--- src/scds_pkg.sv ---
// Constants, types and helper functions shared by the system clock divider and switchback block.
//
// Operation
// [RULE_01] Select routes raw oscillator, oscillator divided by 256, or multiplied oscillator.
// [RULE_02] Machine-cycle clock is system clock divided by four; peripherals use system clock.
// [RULE_03] Multiplier enable with select 00b multiplies by two or by four.
// [RULE_04] Select 11b gives slow mode: divide 256, machine cycle 1024 oscillator clocks.
// [RULE_05] New clock rate applies one machine cycle after the select write.
// [RULE_06] Software passes every select change through the 10 divide-by-4 setting.
// [RULE_07] Writes attempting a disallowed direct select transition are rejected, value kept.
// [RULE_08] Software engages multiplier in fixed order: check, clear, factor, enable, poll, 00.
// [RULE_09] Out-of-order engagement, or not from divide-by-4, leaves the select unchanged.
// [RULE_10] Lock-ready rises about 65,536 oscillator cycles after multiplier enable is set.
// [RULE_11] Multiplier engages the machine cycle after the 00 write following lock-ready.
// [RULE_12] Leaving multiplier mode needs only a plain select write.
// [RULE_13] With switchback enabled in slow mode, an event returns select to divide-by-4.
// [RULE_14] Only an enabled, acknowledged external interrupt triggers switchback.
// [RULE_15] An enabled serial receiver detecting a start bit triggers switchback.
// [RULE_16] A write to the serial transmit buffer triggers switchback.
// [RULE_17] Select writes are ignored while any serial port is active.
// [RULE_18] Reset gives divide-by-4 with multiplier and switchback enables cleared.
package scds_pkg;

	// ---------------------------------------------------------------
	// Register map
	// ---------------------------------------------------------------
	localparam logic [7:0] ADDR_MODE     = 8'h00;
	localparam logic [7:0] ADDR_MCTL     = 8'h04;
	localparam logic [7:0] ADDR_STAT     = 8'h08;
	localparam int         MODE_SEL_LSB  = 6;
	localparam int         MODE_SWB_BIT  = 5;
	localparam int         MCTL_EN_BIT   = 0;
	localparam int         MCTL_FACT_BIT = 1;

	// ---------------------------------------------------------------
	// Select encodings and reset values
	// ---------------------------------------------------------------
	localparam logic [1:0] SEL_MULT  = 2'h0;
	localparam logic [1:0] SEL_DIV4A = 2'h1;
	localparam logic [1:0] SEL_DIV4  = 2'h2;
	localparam logic [1:0] SEL_SLOW  = 2'h3;
	localparam logic [1:0] RST_SEL   = SEL_DIV4;
	localparam logic       RST_SWB   = 1'b0;
	localparam logic       RST_EN    = 1'b0;
	localparam logic       RST_FACT  = 1'b0;

	// ---------------------------------------------------------------
	// Cycle counts
	// ---------------------------------------------------------------
	localparam int          OSC_PCLK_DIV = 4;
	localparam int          SLOW_DIV     = 256;
	localparam logic [10:0] PER_X4       = 11'h001;
	localparam logic [10:0] PER_X2       = 11'h002;
	localparam logic [10:0] PER_RAW      = 11'(OSC_PCLK_DIV);
	localparam logic [10:0] PER_SLOW     = 11'(OSC_PCLK_DIV * SLOW_DIV);
	localparam logic [1:0]  OSC_CNT_MAX  = 2'(OSC_PCLK_DIV - 1);
	localparam logic [1:0]  MC_CNT_MAX   = 2'h3;
	localparam int          LOCK_OSC_CYCLES = 65536;

	typedef enum logic [2:0]
	{
		SEQ_IDLE    = 3'b000,
		SEQ_CLEARED = 3'b001,
		SEQ_FACTOR  = 3'b010,
		SEQ_LOCKING = 3'b011,
		SEQ_READY   = 3'b100
	} scds_seq_t;

	// System tick period in pclk cycles for a select.
	function automatic logic [10:0] scds_period(input logic [1:0] sel, input logic mult_on,
		input logic factor);
		logic [10:0] p;
		p = PER_RAW;
		if (sel == SEL_SLOW)
			p = PER_SLOW;
		else if (sel == SEL_MULT && mult_on)
			p = factor ? PER_X4 : PER_X2;
		return p;
	endfunction

	// Allowed select transitions; all changes pass through divide-by-4.
	function automatic logic scds_sel_legal(input logic [1:0] cur, input logic [1:0] nxt,
		input logic mult_ok);
		logic ok;
		ok = 1'b0;
		if (nxt == cur)
			ok = 1'b1;
		else if (cur == SEL_DIV4)
			ok = (nxt == SEL_MULT) ? mult_ok : 1'b1;
		else
			ok = (nxt == SEL_DIV4);
		return ok;
	endfunction

endpackage

--- src/scds_clk_if.sv ---
// Interface carrying the clock selection and the derived tick enables.
`timescale 1ns/1ps
interface scds_clk_if;
	logic [1:0] sel_eff;
	logic       mult_on;
	logic       factor;
	logic       sys_en;
	logic       mc_en;
	logic       osc_en;

	modport gen
	(
		input  sel_eff,
		input  mult_on,
		input  factor,
		output sys_en,
		output mc_en,
		output osc_en
	);

	modport core
	(
		output sel_eff,
		output mult_on,
		output factor,
		input  sys_en,
		input  mc_en,
		input  osc_en
	);
endinterface

--- src/scds_mult_seq.sv ---
// Multiplier engagement sequence tracker and lock-ready timer.
`timescale 1ns/1ps
module scds_mult_seq
	import scds_pkg::*;
#(
	parameter int LOCK_CYCLES = LOCK_OSC_CYCLES
)
(
	input  wire logic       pclk,
	input  wire logic       presetn,
	input  wire logic       mctl_wr,
	input  wire logic       wr_en_bit,
	input  wire logic       mult_en,
	input  wire logic [1:0] sel_cur,
	input  wire logic       ring_flag,
	input  wire logic       osc_en,
	input  wire logic       engage,
	output logic            mult_ok,
	output logic            lock_ready,
	output scds_seq_t       state
);
	scds_seq_t   state_r;
	scds_seq_t   state_nxt;
	logic [16:0] lock_cnt_r;
	wire         base_ok;
	wire         lock_done;

	assign base_ok   = (sel_cur == SEL_DIV4) && !ring_flag;
	assign lock_done = (lock_cnt_r == 17'(LOCK_CYCLES - 1));
	assign mult_ok   = (state_r == SEQ_READY);
	assign state     = state_r;

	// An enable write out of order sends the tracker to idle; a clear write after enable sends it to cleared.
	always_comb
	begin
		state_nxt = state_r;
		case (state_r)
			SEQ_IDLE:
				if (mctl_wr && !wr_en_bit)
					state_nxt = SEQ_CLEARED;
			SEQ_CLEARED:
				if (mctl_wr)
					state_nxt = wr_en_bit ? SEQ_IDLE : SEQ_FACTOR;
			SEQ_FACTOR:
				if (mctl_wr && wr_en_bit)
					state_nxt = SEQ_LOCKING;
			SEQ_LOCKING:
				if (mctl_wr)
					state_nxt = wr_en_bit ? SEQ_IDLE : SEQ_CLEARED;
				else if (lock_ready)
					state_nxt = SEQ_READY;
			SEQ_READY:
				if (mctl_wr)
					state_nxt = wr_en_bit ? SEQ_IDLE : SEQ_CLEARED;
			default:
				state_nxt = SEQ_IDLE;
		endcase
		if (!base_ok || engage)
			state_nxt = SEQ_IDLE; // RULE_09
	end

	always_ff @(posedge pclk or negedge presetn)
	begin
		if (!presetn)
			state_r <= SEQ_IDLE;
		else
			state_r <= state_nxt; // RULE_09
	end

	always_ff @(posedge pclk or negedge presetn)
	begin
		if (!presetn)
		begin
			lock_cnt_r <= 17'h00000;
			lock_ready <= 1'b0;
		end
		else if (!mult_en)
		begin
			lock_cnt_r <= 17'h00000;
			lock_ready <= 1'b0;
		end
		else if (osc_en && !lock_ready)
		begin
			lock_cnt_r <= lock_cnt_r + 17'h00001;
			lock_ready <= lock_done; // RULE_10
		end
	end
endmodule

--- src/scds_tick_gen.sv ---
// Divider that forms oscillator, system and machine-cycle tick enables.
`timescale 1ns/1ps
module scds_tick_gen
	import scds_pkg::*;
(
	input wire logic pclk,
	input wire logic presetn,
	scds_clk_if.gen  ck
);
	logic [1:0]  osc_cnt_r;
	logic [10:0] sys_cnt_r;
	logic [1:0]  mc_cnt_r;
	logic [10:0] period;
	wire         sys_tick;

	assign period   = scds_period(ck.sel_eff, ck.mult_on, ck.factor); // RULE_01
	assign sys_tick = (sys_cnt_r >= period - 11'h001);
	assign ck.osc_en = (osc_cnt_r == OSC_CNT_MAX);
	assign ck.sys_en = sys_tick;
	assign ck.mc_en  = sys_tick && (mc_cnt_r == MC_CNT_MAX); // RULE_02

	always_ff @(posedge pclk or negedge presetn)
	begin
		if (!presetn)
		begin
			osc_cnt_r <= 2'h0;
			sys_cnt_r <= 11'h000;
			mc_cnt_r  <= 2'h0;
		end
		else
		begin
			osc_cnt_r <= ck.osc_en ? 2'h0 : osc_cnt_r + 2'h1;
			sys_cnt_r <= sys_tick ? 11'h000 : sys_cnt_r + 11'h001; // RULE_04
			if (sys_tick)
				mc_cnt_r <= mc_cnt_r + 2'h1; // RULE_02
		end
	end
endmodule

--- src/scds_top.sv ---
// System clock divide control with multiplier sequencing, switchback and APB registers.
//
// The APB interface to the registers and the address map were decided locally.
`timescale 1ns/1ps
module scds_top
	import scds_pkg::*;
#(
	parameter int LOCK_CYCLES = LOCK_OSC_CYCLES
)
(
	input  wire logic        pclk,
	input  wire logic        presetn,
	input  wire logic        psel,
	input  wire logic        penable,
	input  wire logic        pwrite,
	input  wire logic [7:0]  paddr,
	input  wire logic [31:0] pwdata,
	output logic [31:0]      prdata,
	output logic             pready,
	output logic             pslverr,
	input  wire logic        ring_osc_mode_flag,
	input  wire logic        ext_irq_ack,
	input  wire logic        ext_irq_enabled,
	input  wire logic        higher_prio_busy,
	input  wire logic        serial_rx_enabled,
	input  wire logic        serial_start_det,
	input  wire logic        serial_tx_buffer_wr,
	input  wire logic        serial_active,
	output logic             sys_clk_en,
	output logic             mc_clk_en,
	output logic             slow_clock_mode,
	output logic             multiplier_engaged,
	output logic             multiplier_lock_ready,
	output logic [1:0]       clock_divide_select_eff
);

	// ---------------------------------------------------------------
	// State
	// ---------------------------------------------------------------
	logic [1:0]  clock_divide_select_r;
	logic [1:0]  clock_divide_select_nxt;
	logic        switchback_enable_r;
	logic        switchback_enable_nxt;
	logic        multiplier_enable_r;
	logic        multiply_factor_select_r;
	logic [1:0]  sel_eff_r;
	logic [31:0] prdata_r;
	logic        mult_ok;
	logic        lock_ready;
	scds_seq_t   seq_state;

	scds_clk_if ck ();

	// ---------------------------------------------------------------
	// APB decode
	// ---------------------------------------------------------------
	wire         apb_setup  = psel && !penable;
	wire         apb_wr     = psel && penable && pwrite;
	wire         hit_mode   = (paddr == ADDR_MODE);
	wire         hit_mctl   = (paddr == ADDR_MCTL);
	wire         hit_stat   = (paddr == ADDR_STAT);
	wire         hit_any    = hit_mode || hit_mctl || hit_stat;
	wire         wr_mode    = apb_wr && hit_mode;
	wire         wr_mctl    = apb_wr && hit_mctl;
	wire [1:0]   wr_sel     = pwdata[MODE_SEL_LSB +: 2];
	wire         wr_en_bit  = pwdata[MCTL_EN_BIT];

	// ---------------------------------------------------------------
	// Select write qualification
	// ---------------------------------------------------------------
	wire sel_legal = scds_sel_legal(clock_divide_select_r, wr_sel, mult_ok); // RULE_07
	wire sel_take  = wr_mode && sel_legal && !serial_active; // RULE_17
	wire engage    = sel_take && (wr_sel == SEL_MULT) &&
		(clock_divide_select_r != SEL_MULT); // RULE_11

	// ---------------------------------------------------------------
	// Switchback events
	// ---------------------------------------------------------------
	wire sb_irq  = ext_irq_ack && ext_irq_enabled && !higher_prio_busy; // RULE_14
	wire sb_rx   = serial_start_det && serial_rx_enabled; // RULE_15
	wire sb_tx   = serial_tx_buffer_wr; // RULE_16
	wire sb_fire = switchback_enable_r && (clock_divide_select_r == SEL_SLOW) &&
		(sb_irq || sb_rx || sb_tx); // RULE_13

	// Switchback wins over a software select write in the same cycle.
	always_comb
	begin
		clock_divide_select_nxt = clock_divide_select_r;
		if (sb_fire)
			clock_divide_select_nxt = SEL_DIV4; // RULE_13
		else if (sel_take)
			clock_divide_select_nxt = wr_sel; // RULE_12
		switchback_enable_nxt = wr_mode ? pwdata[MODE_SWB_BIT] : switchback_enable_r;
	end

	always_ff @(posedge pclk or negedge presetn)
	begin
		if (!presetn)
		begin
			clock_divide_select_r <= RST_SEL; // RULE_18
			switchback_enable_r   <= RST_SWB; // RULE_18
		end
		else
		begin
			clock_divide_select_r <= clock_divide_select_nxt;
			switchback_enable_r   <= switchback_enable_nxt;
		end
	end

	// ---------------------------------------------------------------
	// Multiplier control register
	// ---------------------------------------------------------------
	always_ff @(posedge pclk or negedge presetn)
	begin
		if (!presetn)
		begin
			multiplier_enable_r      <= RST_EN; // RULE_18
			multiply_factor_select_r <= RST_FACT;
		end
		else if (wr_mctl)
		begin
			multiplier_enable_r      <= wr_en_bit;
			multiply_factor_select_r <= pwdata[MCTL_FACT_BIT]; // RULE_03
		end
	end

	// ---------------------------------------------------------------
	// Effective selection, taken over at a machine-cycle boundary
	// ---------------------------------------------------------------
	always_ff @(posedge pclk or negedge presetn)
	begin
		if (!presetn)
			sel_eff_r <= RST_SEL;
		else if (ck.mc_en)
			sel_eff_r <= clock_divide_select_r; // RULE_05
	end

	assign ck.sel_eff = sel_eff_r;
	assign ck.mult_on = (sel_eff_r == SEL_MULT) && multiplier_enable_r && lock_ready; // RULE_03
	assign ck.factor  = multiply_factor_select_r;

	// ---------------------------------------------------------------
	// Submodules
	// ---------------------------------------------------------------
	scds_tick_gen u_tick
	(
		.pclk    (pclk),
		.presetn (presetn),
		.ck      (ck.gen)
	);

	scds_mult_seq #(
		.LOCK_CYCLES (LOCK_CYCLES)
	) u_seq
	(
		.pclk       (pclk),
		.presetn    (presetn),
		.mctl_wr    (wr_mctl),
		.wr_en_bit  (wr_en_bit),
		.mult_en    (multiplier_enable_r),
		.sel_cur    (clock_divide_select_r),
		.ring_flag  (ring_osc_mode_flag),
		.osc_en     (ck.osc_en),
		.engage     (engage),
		.mult_ok    (mult_ok),
		.lock_ready (lock_ready),
		.state      (seq_state)
	);

	// ---------------------------------------------------------------
	// Read data, captured in the setup cycle
	// ---------------------------------------------------------------
	wire [31:0] rd_mode = {24'h000000, clock_divide_select_r, switchback_enable_r, 5'h00};
	wire [31:0] rd_mctl = {30'h00000000, multiply_factor_select_r, multiplier_enable_r};
	wire [31:0] rd_stat = {23'h000000, seq_state, serial_active, sel_eff_r,
		(sel_eff_r == SEL_SLOW), ring_osc_mode_flag, lock_ready};
	wire [31:0] rd_mux  = hit_mode ? rd_mode :
		hit_mctl ? rd_mctl :
		hit_stat ? rd_stat : 32'h00000000;

	always_ff @(posedge pclk or negedge presetn)
	begin
		if (!presetn)
			prdata_r <= 32'h00000000;
		else if (apb_setup && !pwrite)
			prdata_r <= rd_mux;
	end

	// ---------------------------------------------------------------
	// Outputs
	// ---------------------------------------------------------------
	assign prdata                  = prdata_r;
	assign pready                  = 1'b1;
	assign pslverr                 = psel && penable && !hit_any;
	assign sys_clk_en              = ck.sys_en; // RULE_02
	assign mc_clk_en               = ck.mc_en; // RULE_02
	assign slow_clock_mode         = (sel_eff_r == SEL_SLOW); // RULE_04
	assign multiplier_engaged      = ck.mult_on; // RULE_11
	assign multiplier_lock_ready   = lock_ready;
	assign clock_divide_select_eff = sel_eff_r;

endmodule
--- config.mk ---
export PLATFORM = sky130hd
export DESIGN_NAME = scds_top
export DESIGN_NICKNAME = d
export VERILOG_FILES = /design/src/scds_pkg.sv /design/src/scds_clk_if.sv /design/src/scds_mult_seq.sv /design/src/scds_tick_gen.sv /design/src/scds_top.sv
export SDC_FILE = /design/constraint.sdc
export NUM_CORES = 1
export LEC_CHECK = 0
export ABC_AREA = 1
export BUFFER_PORTS_ARGS = -buffer_cell sky130_fd_sc_hd__clkbuf_2
export CAP_MARGIN = 10
export CORE_MARGIN = 4
export CORE_UTILIZATION = 55
export CTS_CLUSTER_SIZE = 8
export DETAILED_ROUTE_END_ITERATION = 10
export PLACE_DENSITY = 0.83
export SLEW_MARGIN = 5
export SYNTH_ARGS = -nofsm -noshare
export SYNTH_HDL_FRONTEND = slang
export SYNTH_HIERARCHICAL = 1
export SYNTH_SLANG_ARGS = --single-unit
--- constraint.sdc ---
create_clock -name pclk -period 7.69 [get_ports pclk]
set_input_delay 0.769 -clock pclk [delete_from_list [all_inputs] [get_ports pclk]]
set_output_delay 0.769 -clock pclk [all_outputs]
set_load 0.05 [all_outputs]
After elaboration in Yosys (flattened, before gate mapping)
Cells that the tools add are included.
- add/subtract/negate cells: 5
- $mul: 0
- div/mod/pow operators: 0
- order comparisons: 1
- eq/ne operators: 20
- shift operators: 0
- multiplexer cells: 27
- bitwise gates (word level): 0
- reduce and logical (&&, ||, !) cells: 45
- operators by type and width (kind ; count):
    17-bit two-way mux ; 2
    11-bit two-way mux ; 3
    9-bit two-way mux ; 3
    1-bit logical AND ; 24
    3-bit two-way mux ; 7
    17-bit by 1-bit adder with 17-bit output, second input constant ; 1
    17-bit by 16-bit equality test with 1-bit output, second input constant ; 1
    3-bit one-hot mux with 5 select lines ; 1
    2-bit equality test, second input constant ; 6
    3-bit by 1-bit inequality test with 1-bit output, second input constant ; 4
    11-bit by 1-bit adder with 11-bit output, second input constant ; 1
    11-bit >= comparator ; 1
    11-bit by 1-bit subtractor with 11-bit output, second input constant ; 1
    2-bit two-way mux ; 5
    1-bit logical NOT ; 9
    8-bit by 3-bit equality test with 1-bit output, second input constant ; 1
    8-bit by 4-bit equality test with 1-bit output, second input constant ; 1
    8-bit logical NOT ; 1
    3-bit by 2-bit equality test with 1-bit output, second input constant ; 2
    1-bit two-way mux ; 6
    1-bit logical OR ; 5
    5-bit AND reduction ; 1
    2-bit by 1-bit adder with 2-bit output, second input constant ; 2
    2-bit logical NOT ; 2
    other kinds (7) ; 8
- register bits: 75
- latch bits: 0
- memory bits (writable): 0
- memory bits (read-only): 0
- input bits: 53
- output and inout bits: 41
- logic and storage cells: 110
- memories: 0

Logic depth before layout (Yosys ltp)
Gate-level depths: netlist of run 1.
- word-level depth: 11
- mapped depth: 15
- gate-level depth less buffers: 15

Cells and area by module
Netlist of run 1, hierarchy kept.
- modules (own cells, without submodules) (module ; instances ; cells each ; area an instance (µm²)):
    scds_mult_seq ; 1 ; 181 ; 1275.0
    scds_tick_gen ; 1 ; 131 ; 1157.4
    scds_top ; 1 ; 146 ; 1119.8

Worst setup path after synthesis of run 1
OpenSTA, ideal clock, no wires.
- path type: flip-flop to output port
- start point: reg u_seq.lock_ready
- end point: out mc_clk_en
- arrival: 4.637 ns
- required time: 6.921 ns
- setup slack: 2.284 ns
- stages on the path, launching flop included: 13
- buffers on the path: 0
- path through: dfrtp_1 > nand2_1 > nor3_1 > nand3_1 > ha_1 > xor2_1 > ha_1 > nand2_2 > nor2_4 > nand2_2 > nor2_4 > nor2_4 > a21boi_0
- cells in the longest elaborated chain, start to end: 7
- ends and longest elaborated chain (item ; line ; RTL):
    from (decl) ; scds_mult_seq.sv:19 ; output logic lock_ready,
    from (signal assigned) ; scds_mult_seq.sv:85 ; lock_ready <= lock_done;
    1-bit logical AND ; scds_top.sv:139 ; assign ck.mult_on = (sel_eff_r == SEL_MULT) && multiplier_enable_r && lock_ready;
    net multiplier_engaged ; scds_top.sv:32 ; output logic multiplier_engaged,
    1-bit logical AND ; scds_pkg.sv:76 ; else if (sel == SEL_MULT && mult_on)
    11-bit two-way mux ; scds_pkg.sv:76 ;
    11-bit two-way mux ; scds_pkg.sv:74 ; if (sel == SEL_SLOW)
    11-bit by 1-bit subtractor with 11-bit output ; scds_tick_gen.sv:17 ; assign sys_tick = (sys_cnt_r >= period - 11'h001);
    11-bit >= comparator ; scds_tick_gen.sv:17 ;
    1-bit logical AND ; scds_tick_gen.sv:20 ; assign ck.mc_en = sys_tick && (mc_cnt_r == MC_CNT_MAX);
    to (decl) ; scds_top.sv:30 ; output logic mc_clk_en,
The timed path passes the listed nets, and every way through them passes these cells.

Worst setup path in the final report of run 1
- start point: reg multiplier_enable_r
- end point: out mc_clk_en
- cells in the longest elaborated chain, start to end: 8
- ends and longest elaborated chain (item ; line ; RTL):
    from (decl) ; scds_top.sv:44 ; logic multiplier_enable_r;
    from (signal assigned) ; scds_top.sv:122 ; multiplier_enable_r <= wr_en_bit;
    1-bit logical AND (2 in series) ; scds_top.sv:139 ;
    1-bit logical AND ; scds_pkg.sv:76 ;
    11-bit two-way mux ; scds_pkg.sv:76 ;
    11-bit two-way mux ; scds_pkg.sv:74 ;
    11-bit by 1-bit subtractor with 11-bit output ; scds_tick_gen.sv:17 ;
    11-bit >= comparator ; scds_tick_gen.sv:17 ;
    1-bit logical AND ; scds_tick_gen.sv:20 ;
Every way passes these cells.

==> results of run 1 <==
cell usage in the layout, fill, tap and decap left out, types with 2 or more instances in the layout:
cell / Yosys / routed
nor3_1: 5 / 5
nand4_1: 4 / 4
nand2_1: 113 / 113
o21ai_1: 6 / 6
nor3b_1: 2 / 2
conb_1: 2 / 24
nand2_2: 11 / 11
clkbuf_8: 0 / 5
a21oi_2: 2 / 2
inv_2: 8 / 8
dfstp_2: 2 / 2
nor2_1: 46 / 46
a21oi_1: 20 / 20
dfrtp_1: 50 / 50
nand2_4: 3 / 3
nand3b_1: 2 / 2
nand3_1: 32 / 32
o21ai_0: 10 / 10
inv_1: 49 / 49
xor2_1: 9 / 9
ha_1: 17 / 17
nor2_2: 5 / 5
nor2_4: 19 / 19
clkbuf_2: 0 / 42
o31ai_1: 2 / 2
worst max-delay path: cells and delay by family, from the launching register on:
family / cells / cell delay, ns
fa+ha+maj: 2 / 0.57
simple gates: 8 / 1.14
buf+inv: 1 / 0.37
xor+xnor: 1 / 0.17
compound gates: 1 / 0.41
flops: 1 / 0.71
registers in the layout (all words and copies together) (netlist names):
name and cells:
prdata 9, multiplier_enable_r 1, u_tick/mc_cnt_r 2, u_seq/lock_ready 1, u_tick/osc_cnt_r 2, u_tick/sys_cnt_r 11, switchback_enable_r 1, clock_divide_select_eff 2
u_seq/state 3, u_seq/lock_cnt_r 17, ck.factor 1, clock_divide_select_r 2
final cells by class:
type	count	area (um^2)
Clock buffer	6	72.6
Clock inverter	2	12.5
Fill cell	557	2490
Inverter	57	214
Multi-Input combinational cell	344	1910
Sequential cell	52	1300
Tap cell	77	96.3
Timing Repair Buffer	43	218
through the flow:
step	instance area, um^2	hold WS [ns]	power (W)	util [%]	setup WS [ns]
detailed placement	3740	0.440	0.000395	59.2	3.60
floorplan	3630	0.403	0.000380	-	2.28
global placement	3740	0.413	0.000393	59.2	3.71
global route	3820	0.459	0.000568	60.6	2.94
finish	3820	0.447	0.000539	60.6	3.25
CTS	3820	0.453	0.000546	60.6	3.25
logic make-up after synthesis:
logic type | count (synthesis) | synth area share (%)
adders and majority gates | 17 | 5.99
buffers and inverters | 84 | 11.9
xor gates and xnor gates | 10 | 2.47
AOI/OAI and AO/OA | 46 | 7.64
and+or+nand+nor | 247 | 35.1
other | 2 | 0.211
DFF | 52 | 36.7
per-layer routing:
metal  share of wire (%)  track usage, %  vias to the layer above
li1                    -               -                     1494
met1                  45            24.9                     1350
met2                  50            31.1                       69
met3                 4.1            3.45                       12
met4                0.96            5.22                        0
met5                   0               0                        -
path summary, 6_finish.rpt:
| check | start | end |
|---|---|---|
| worst max-delay path | multiplier_enable_r | mc_clk_en |
| worst min-delay path | u_tick/osc_cnt_r[0] | u_tick/osc_cnt_r[0] |
| worst max register to register | multiplier_enable_r | clock_divide_select_eff[0] |
| worst min register to register | u_tick/osc_cnt_r[0] | u_tick/osc_cnt_r[0] |
| max in group asynchronous | presetn | u_seq/lock_cnt_r[14] |
| min in group asynchronous | presetn | u_tick/sys_cnt_r[10] |
power by group:
part	internal [W]	leakage (nW)	switching [W]
Combinational	0.0000207	1.30	0.0000665
Sequential	0.000288	0.691	0.0000141
Clock	0.0000637	0.0412	0.0000866
Total	0.000372	2.03	0.000167
==> impl_metrics.tcl, run 1 <==
set metrics [dict create \
    status "completed" \
    hold_depth 1 \
    drt-total-wl_um 6800 \
    port_buffers 42 \
    dieHeight_um 88.4 \
    cp-start-kind "flip-flop" \
    firstDrtPassIters 5 \
    clock_insertion_delay_worst_skew_ns 0.30 \
    die_area_um2 7810 \
    syn2layout_area_growth_pct 7.68 \
    slew_headroom_pct 56.6 \
    cellLeakagePower_nw 2.03 \
    tns_ns 0 \
    rows 29 \
    avgSynthCellArea_um2 7.76 \
    maxCapViolations 0 \
    vias_per_cell 5.03 \
    crit_fanout 17 \
    critPathMaxStageDelay_ns 0.71 \
    synthTopCellsByCount "113 x nand2_1, 50 x dfrtp_1, 49 x inv_1, 46 x nor2_1, 32 x nand3_1" \
    ff2ff_setup_slack_ns 4.40 \
    fmax_ghz 0.225 \
    finalSetupViolCount 0 \
    tritoncts "yes" \
    fin_crit_ns 4.44 \
    critical_path_arrival_ns 3.67 \
    die_w_um 88.4 \
    cts_root_buf "clkbuf_8" \
    yosysSeqAreaShare_pct 36.7 \
    antenna_found_initial 0 \
    crit_type "flip-flop to primary output" \
    hold_viol 0 \
    drtAntennaViolNets 0 \
    yosysTopAreaCell "dfrtp_1" \
    holdCritPathClass "flip-flop to flip-flop" \
    grt_pass1_vias 2803 \
    vdd_drop_max_v 0.000137 \
    ys_ff_latch 52 \
    min_period_over_period_pct 57.7 \
    cts_made_buffers 5 \
    cts.path.max_buffers 2 \
    max_slew.worst_pin.slew_ns 0.651 \
    clock_skew_ns 0.00873 \
    synthTopCellsByArea "dfrtp_1 35%, nand2_1 12%, nor2_4 6.0%" \
    yosysUniqueCellTypes 39 \
    cts_resized 0 \
    end_kind "primary output" \
    clock-sinks 52 \
    power_density_nw_per_um2 141 \
    hpwl_um 5380 \
    syn_area_um2 3550 \
    gr-usage-all-layers_pct 18.6 \
    ys.flop_type "dfrtp_1" \
    rsz0062_at_grt "false" \
    overflow 0 \
    drt_iter0_drc 140 \
    place_inst 573 \
    cp_slowest_cell "dfrtp_1" \
    worstPathCellList "nand2_1 > nor3_1 > nand3_1 > ha_1 > xor2_1 > ha_1 > nand2_2 > nor2_1 > nand3_1 > nand2_2 > nor2_4 > a21boi_0 > clkbuf_2" \
    synth_top_area_share_pct 35.2 \
    async_flop_share_pct 100 \
    yosysWarnings 6 \
    io_pins 94 \
    worstPathRequired_ns 6.92 \
    drc_errors 0 \
    final_cells 581 \
    insertedDiodeCount 0 \
    hold_buffers 0 \
    start_util_pct 56.3 \
    synth_edf_count 0 \
    grt_max_degree 53 \
    wl_per_cell_um 11.7 \
    synth_cells 458 \
    grt_pass1_wl_um 11900 \
    htreeDepth 2 \
    layout.nets 573 \
    vias 2925 \
    synth_most_common_cell "nand2_1" \
    rr_worst_depth 13 \
    drive_gt1_share_pct 21.0 \
    clk_pin_slew_ns 0.09 \
    cts_setup_buffers 0 \
    coreArea_um2 6310 \
    maxSlewViolCount 0 \
    gp_congestion 0.872 \
]
Note: power is estimated with default switching activity, not from simulation.
==> inputs of run 2 (changes only) <==
--- a/config.mk
+++ b/config.mk
@@ -9,10 +9,10 @@
 export BUFFER_PORTS_ARGS = -buffer_cell sky130_fd_sc_hd__clkbuf_2
 export CAP_MARGIN = 10
 export CORE_MARGIN = 4
-export CORE_UTILIZATION = 55
+export CORE_UTILIZATION = 53
 export CTS_CLUSTER_SIZE = 8
 export DETAILED_ROUTE_END_ITERATION = 10
-export PLACE_DENSITY = 0.83
+export PLACE_DENSITY = 0.8
 export SLEW_MARGIN = 5
 export SYNTH_ARGS = -nofsm -noshare
 export SYNTH_HDL_FRONTEND = slang
==> constraint.sdc (replaced) <==
create_clock -name pclk -period 4.6 [get_ports pclk]
set_input_delay 0.46 -clock pclk [delete_from_list [all_inputs] [get_ports pclk]]
set_output_delay 0.46 -clock pclk [all_outputs]
set_load 0.05 [all_outputs]
==> impl_metrics.tcl, run 2 (same netlist as run 1, synthesis figures left out) <==
set metrics [dict create \
    overflow 0 \
    critical_path_arrival_ns 3.09 \
    cp-start-kind "flip-flop" \
    cts_made_buffers 5 \
    tritoncts "yes" \
    n_fill_cell 565 \
    largest_reg_flops 17 \
    vias 2956 \
    antenna_found_initial 0 \
    multi_input_area_um2 1910 \
    power_density_nw_per_um2 243 \
    maxCapViolations 0 \
    crit_fanout 7 \
    clk_pin_slew_ns 0.10 \
    drt_iter0_drc 114 \
    hpwl_um 5420 \
    p_int_w 0.000640 \
    final_util_pct 59.9 \
    clock-sinks 52 \
    gp_congestion 0.872 \
    rows 29 \
    die_area_um2 8080 \
    start_util_pct 55.3 \
    cts_resized 0 \
    dpl_cell_area_um2 3750 \
    coreArea_um2 6420 \
    largest-register "u_seq/lock_cnt_r" \
    hold_viol 0 \
    status "completed" \
    maxSlewViolCount 0 \
    gr-usage-all-layers_pct 18.3 \
    seqPwrFrac_pct 53.9 \
    insertedDiodeCount 0 \
    end_kind "primary output" \
    vias_per_cell 5.08 \
    clock_insertion_delay_worst_skew_ns 0.31 \
    io_pins 94 \
    layout_common_cells "113 x nand2_1, 50 x dfrtp_1, 49 x inv_1, 46 x nor2_1, 42 x clkbuf_2" \
    firstDrtPassIters 4 \
    grt_pass1_wl_um 12600 \
    finalSetupViolCount 0 \
    regArea_um2 1300 \
    min_period_over_period_pct 77.3 \
    grt_max_degree 53 \
    fin_crit_ns 3.55 \
    pwr-share-clk_pct 30.2 \
    syn2layout_area_growth_pct 8.35 \
    drt-total-wl_um 7200 \
    crit_type "flip-flop to primary output" \
    final_area_um2 3850 \
    drtAntennaViolNets 0 \
    p_sw_w 0.000297 \
    tns_ns 0 \
    fin_ws_ns 1.05 \
    cts_setup_buffers 0 \
    layout_commonest_cell "nand2_1" \
    power_frac_comb_pct 15.9 \
    clock_skew_ns 0.0123 \
    hold_buffers 0 \
    dieHeight_um 89.9 \
    layout.nets 574 \
    swShare_pct 31.7 \
    holdCritPathClass "primary input to async pin" \
    die_w_um 89.9 \
    drc_errors 0 \
    cts_root_buf "clkbuf_8" \
    wl_per_cell_um 12.4 \
    rsz0062_at_grt "false" \
    cellLeakagePower_nw 2.05 \
    htreeDepth 2 \
    slew_headroom_pct 54.9 \
    port_buffers 42 \
    fmax_ghz 0.281 \
    worstPathRequired_ns 4.14 \
    cts.path.max_buffers 2 \
    max_slew.worst_pin.slew_ns 0.676 \
    grt_pass1_vias 2772 \
    vdd_drop_max_v 0.000162 \
    drive_gt1_share_pct 21.6 \
    place_ws_ns 1.41 \
]
## run 2: cell count changes in the layout (fill, tap and decap cells not counted), sizes merged
cell,change
buf,+1
clkinvlp,-1
inv,+1
## run 2: layout make-up
cell class                      count  share of cell area [%]
Sequential cell                    52                    33.9
Tap cell                           77                    2.50
Multi-Input combinational cell    344                    49.7
Clock buffer                        6                    2.15
Timing Repair Buffer               44                    5.85
Inverter                           57                    5.56
Clock inverter                      2                   0.358
## run 2: path summary, 6_finish.rpt
path / startpoint / slack [ns] / cells after the start / end
max in group asynchronous: presetn / 3.88 / 2 / u_tick/osc_cnt_r[0]
max: clock_divide_select_eff[1] / 1.05 / 12 / mc_clk_en
min reg2reg: u_tick/osc_cnt_r[0] / 0.44 / 1 / u_tick/osc_cnt_r[0]
max reg2reg: clock_divide_select_eff[1] / 1.88 / 12 / clock_divide_select_eff[0]
min in group pclk: pwdata[1] / 0.35 / 3 / ck.factor
min: presetn / 0.26 / 2 / clock_divide_select_r[0]
## run 2: critical path, cell delays in order (launching register included)
cell and delay, ns:
dfstp_2 0.61, nor3_2 0.07, nand3_1 0.12, nand2_1 0.07, ha_1 0.23, xor2_1 0.17, ha_1 0.32, nand2_2 0.10
nor2_1 0.17, nand2_1 0.08, a21boi_4 0.16, a21boi_1 0.34, clkbuf_2 0.35
## run 2: power groups by stage
stage / Sequential (W) / Clock, W / Combinational (W)
2_1_floorplan: 0.000525 / 0 / 0.000111
3_3_place_gp: 0.000512 / 0 / 0.000146
3_5_place_dp: 0.000513 / 0 / 0.000148
4_1_cts: 0.000504 / 0.000293 / 0.000149
5_1_grt: 0.000509 / 0.000309 / 0.000162
6_report: 0.000505 / 0.000283 / 0.000149
## run 2: through the flow
stage                     std cells  total power, W  hold slack [ns]
after detailed placement        574        0.000662            0.420
after global placement          574        0.000658            0.414
final                           582        0.000937            0.259
after CTS                       582        0.000947            0.281
after global routing            582        0.000980            0.310
after floorplan                 480        0.000635            0.164
## run 2: routing by layer
| metal | track usage [%] | share of wire, % |
|---|---|---|
| met1 | 23.8 | 45 |
| met2 | 31.7 | 49 |
| met3 | 3.34 | 5.0 |
| met4 | 4.34 | 0.97 |
| met5 | 0 | 0 |
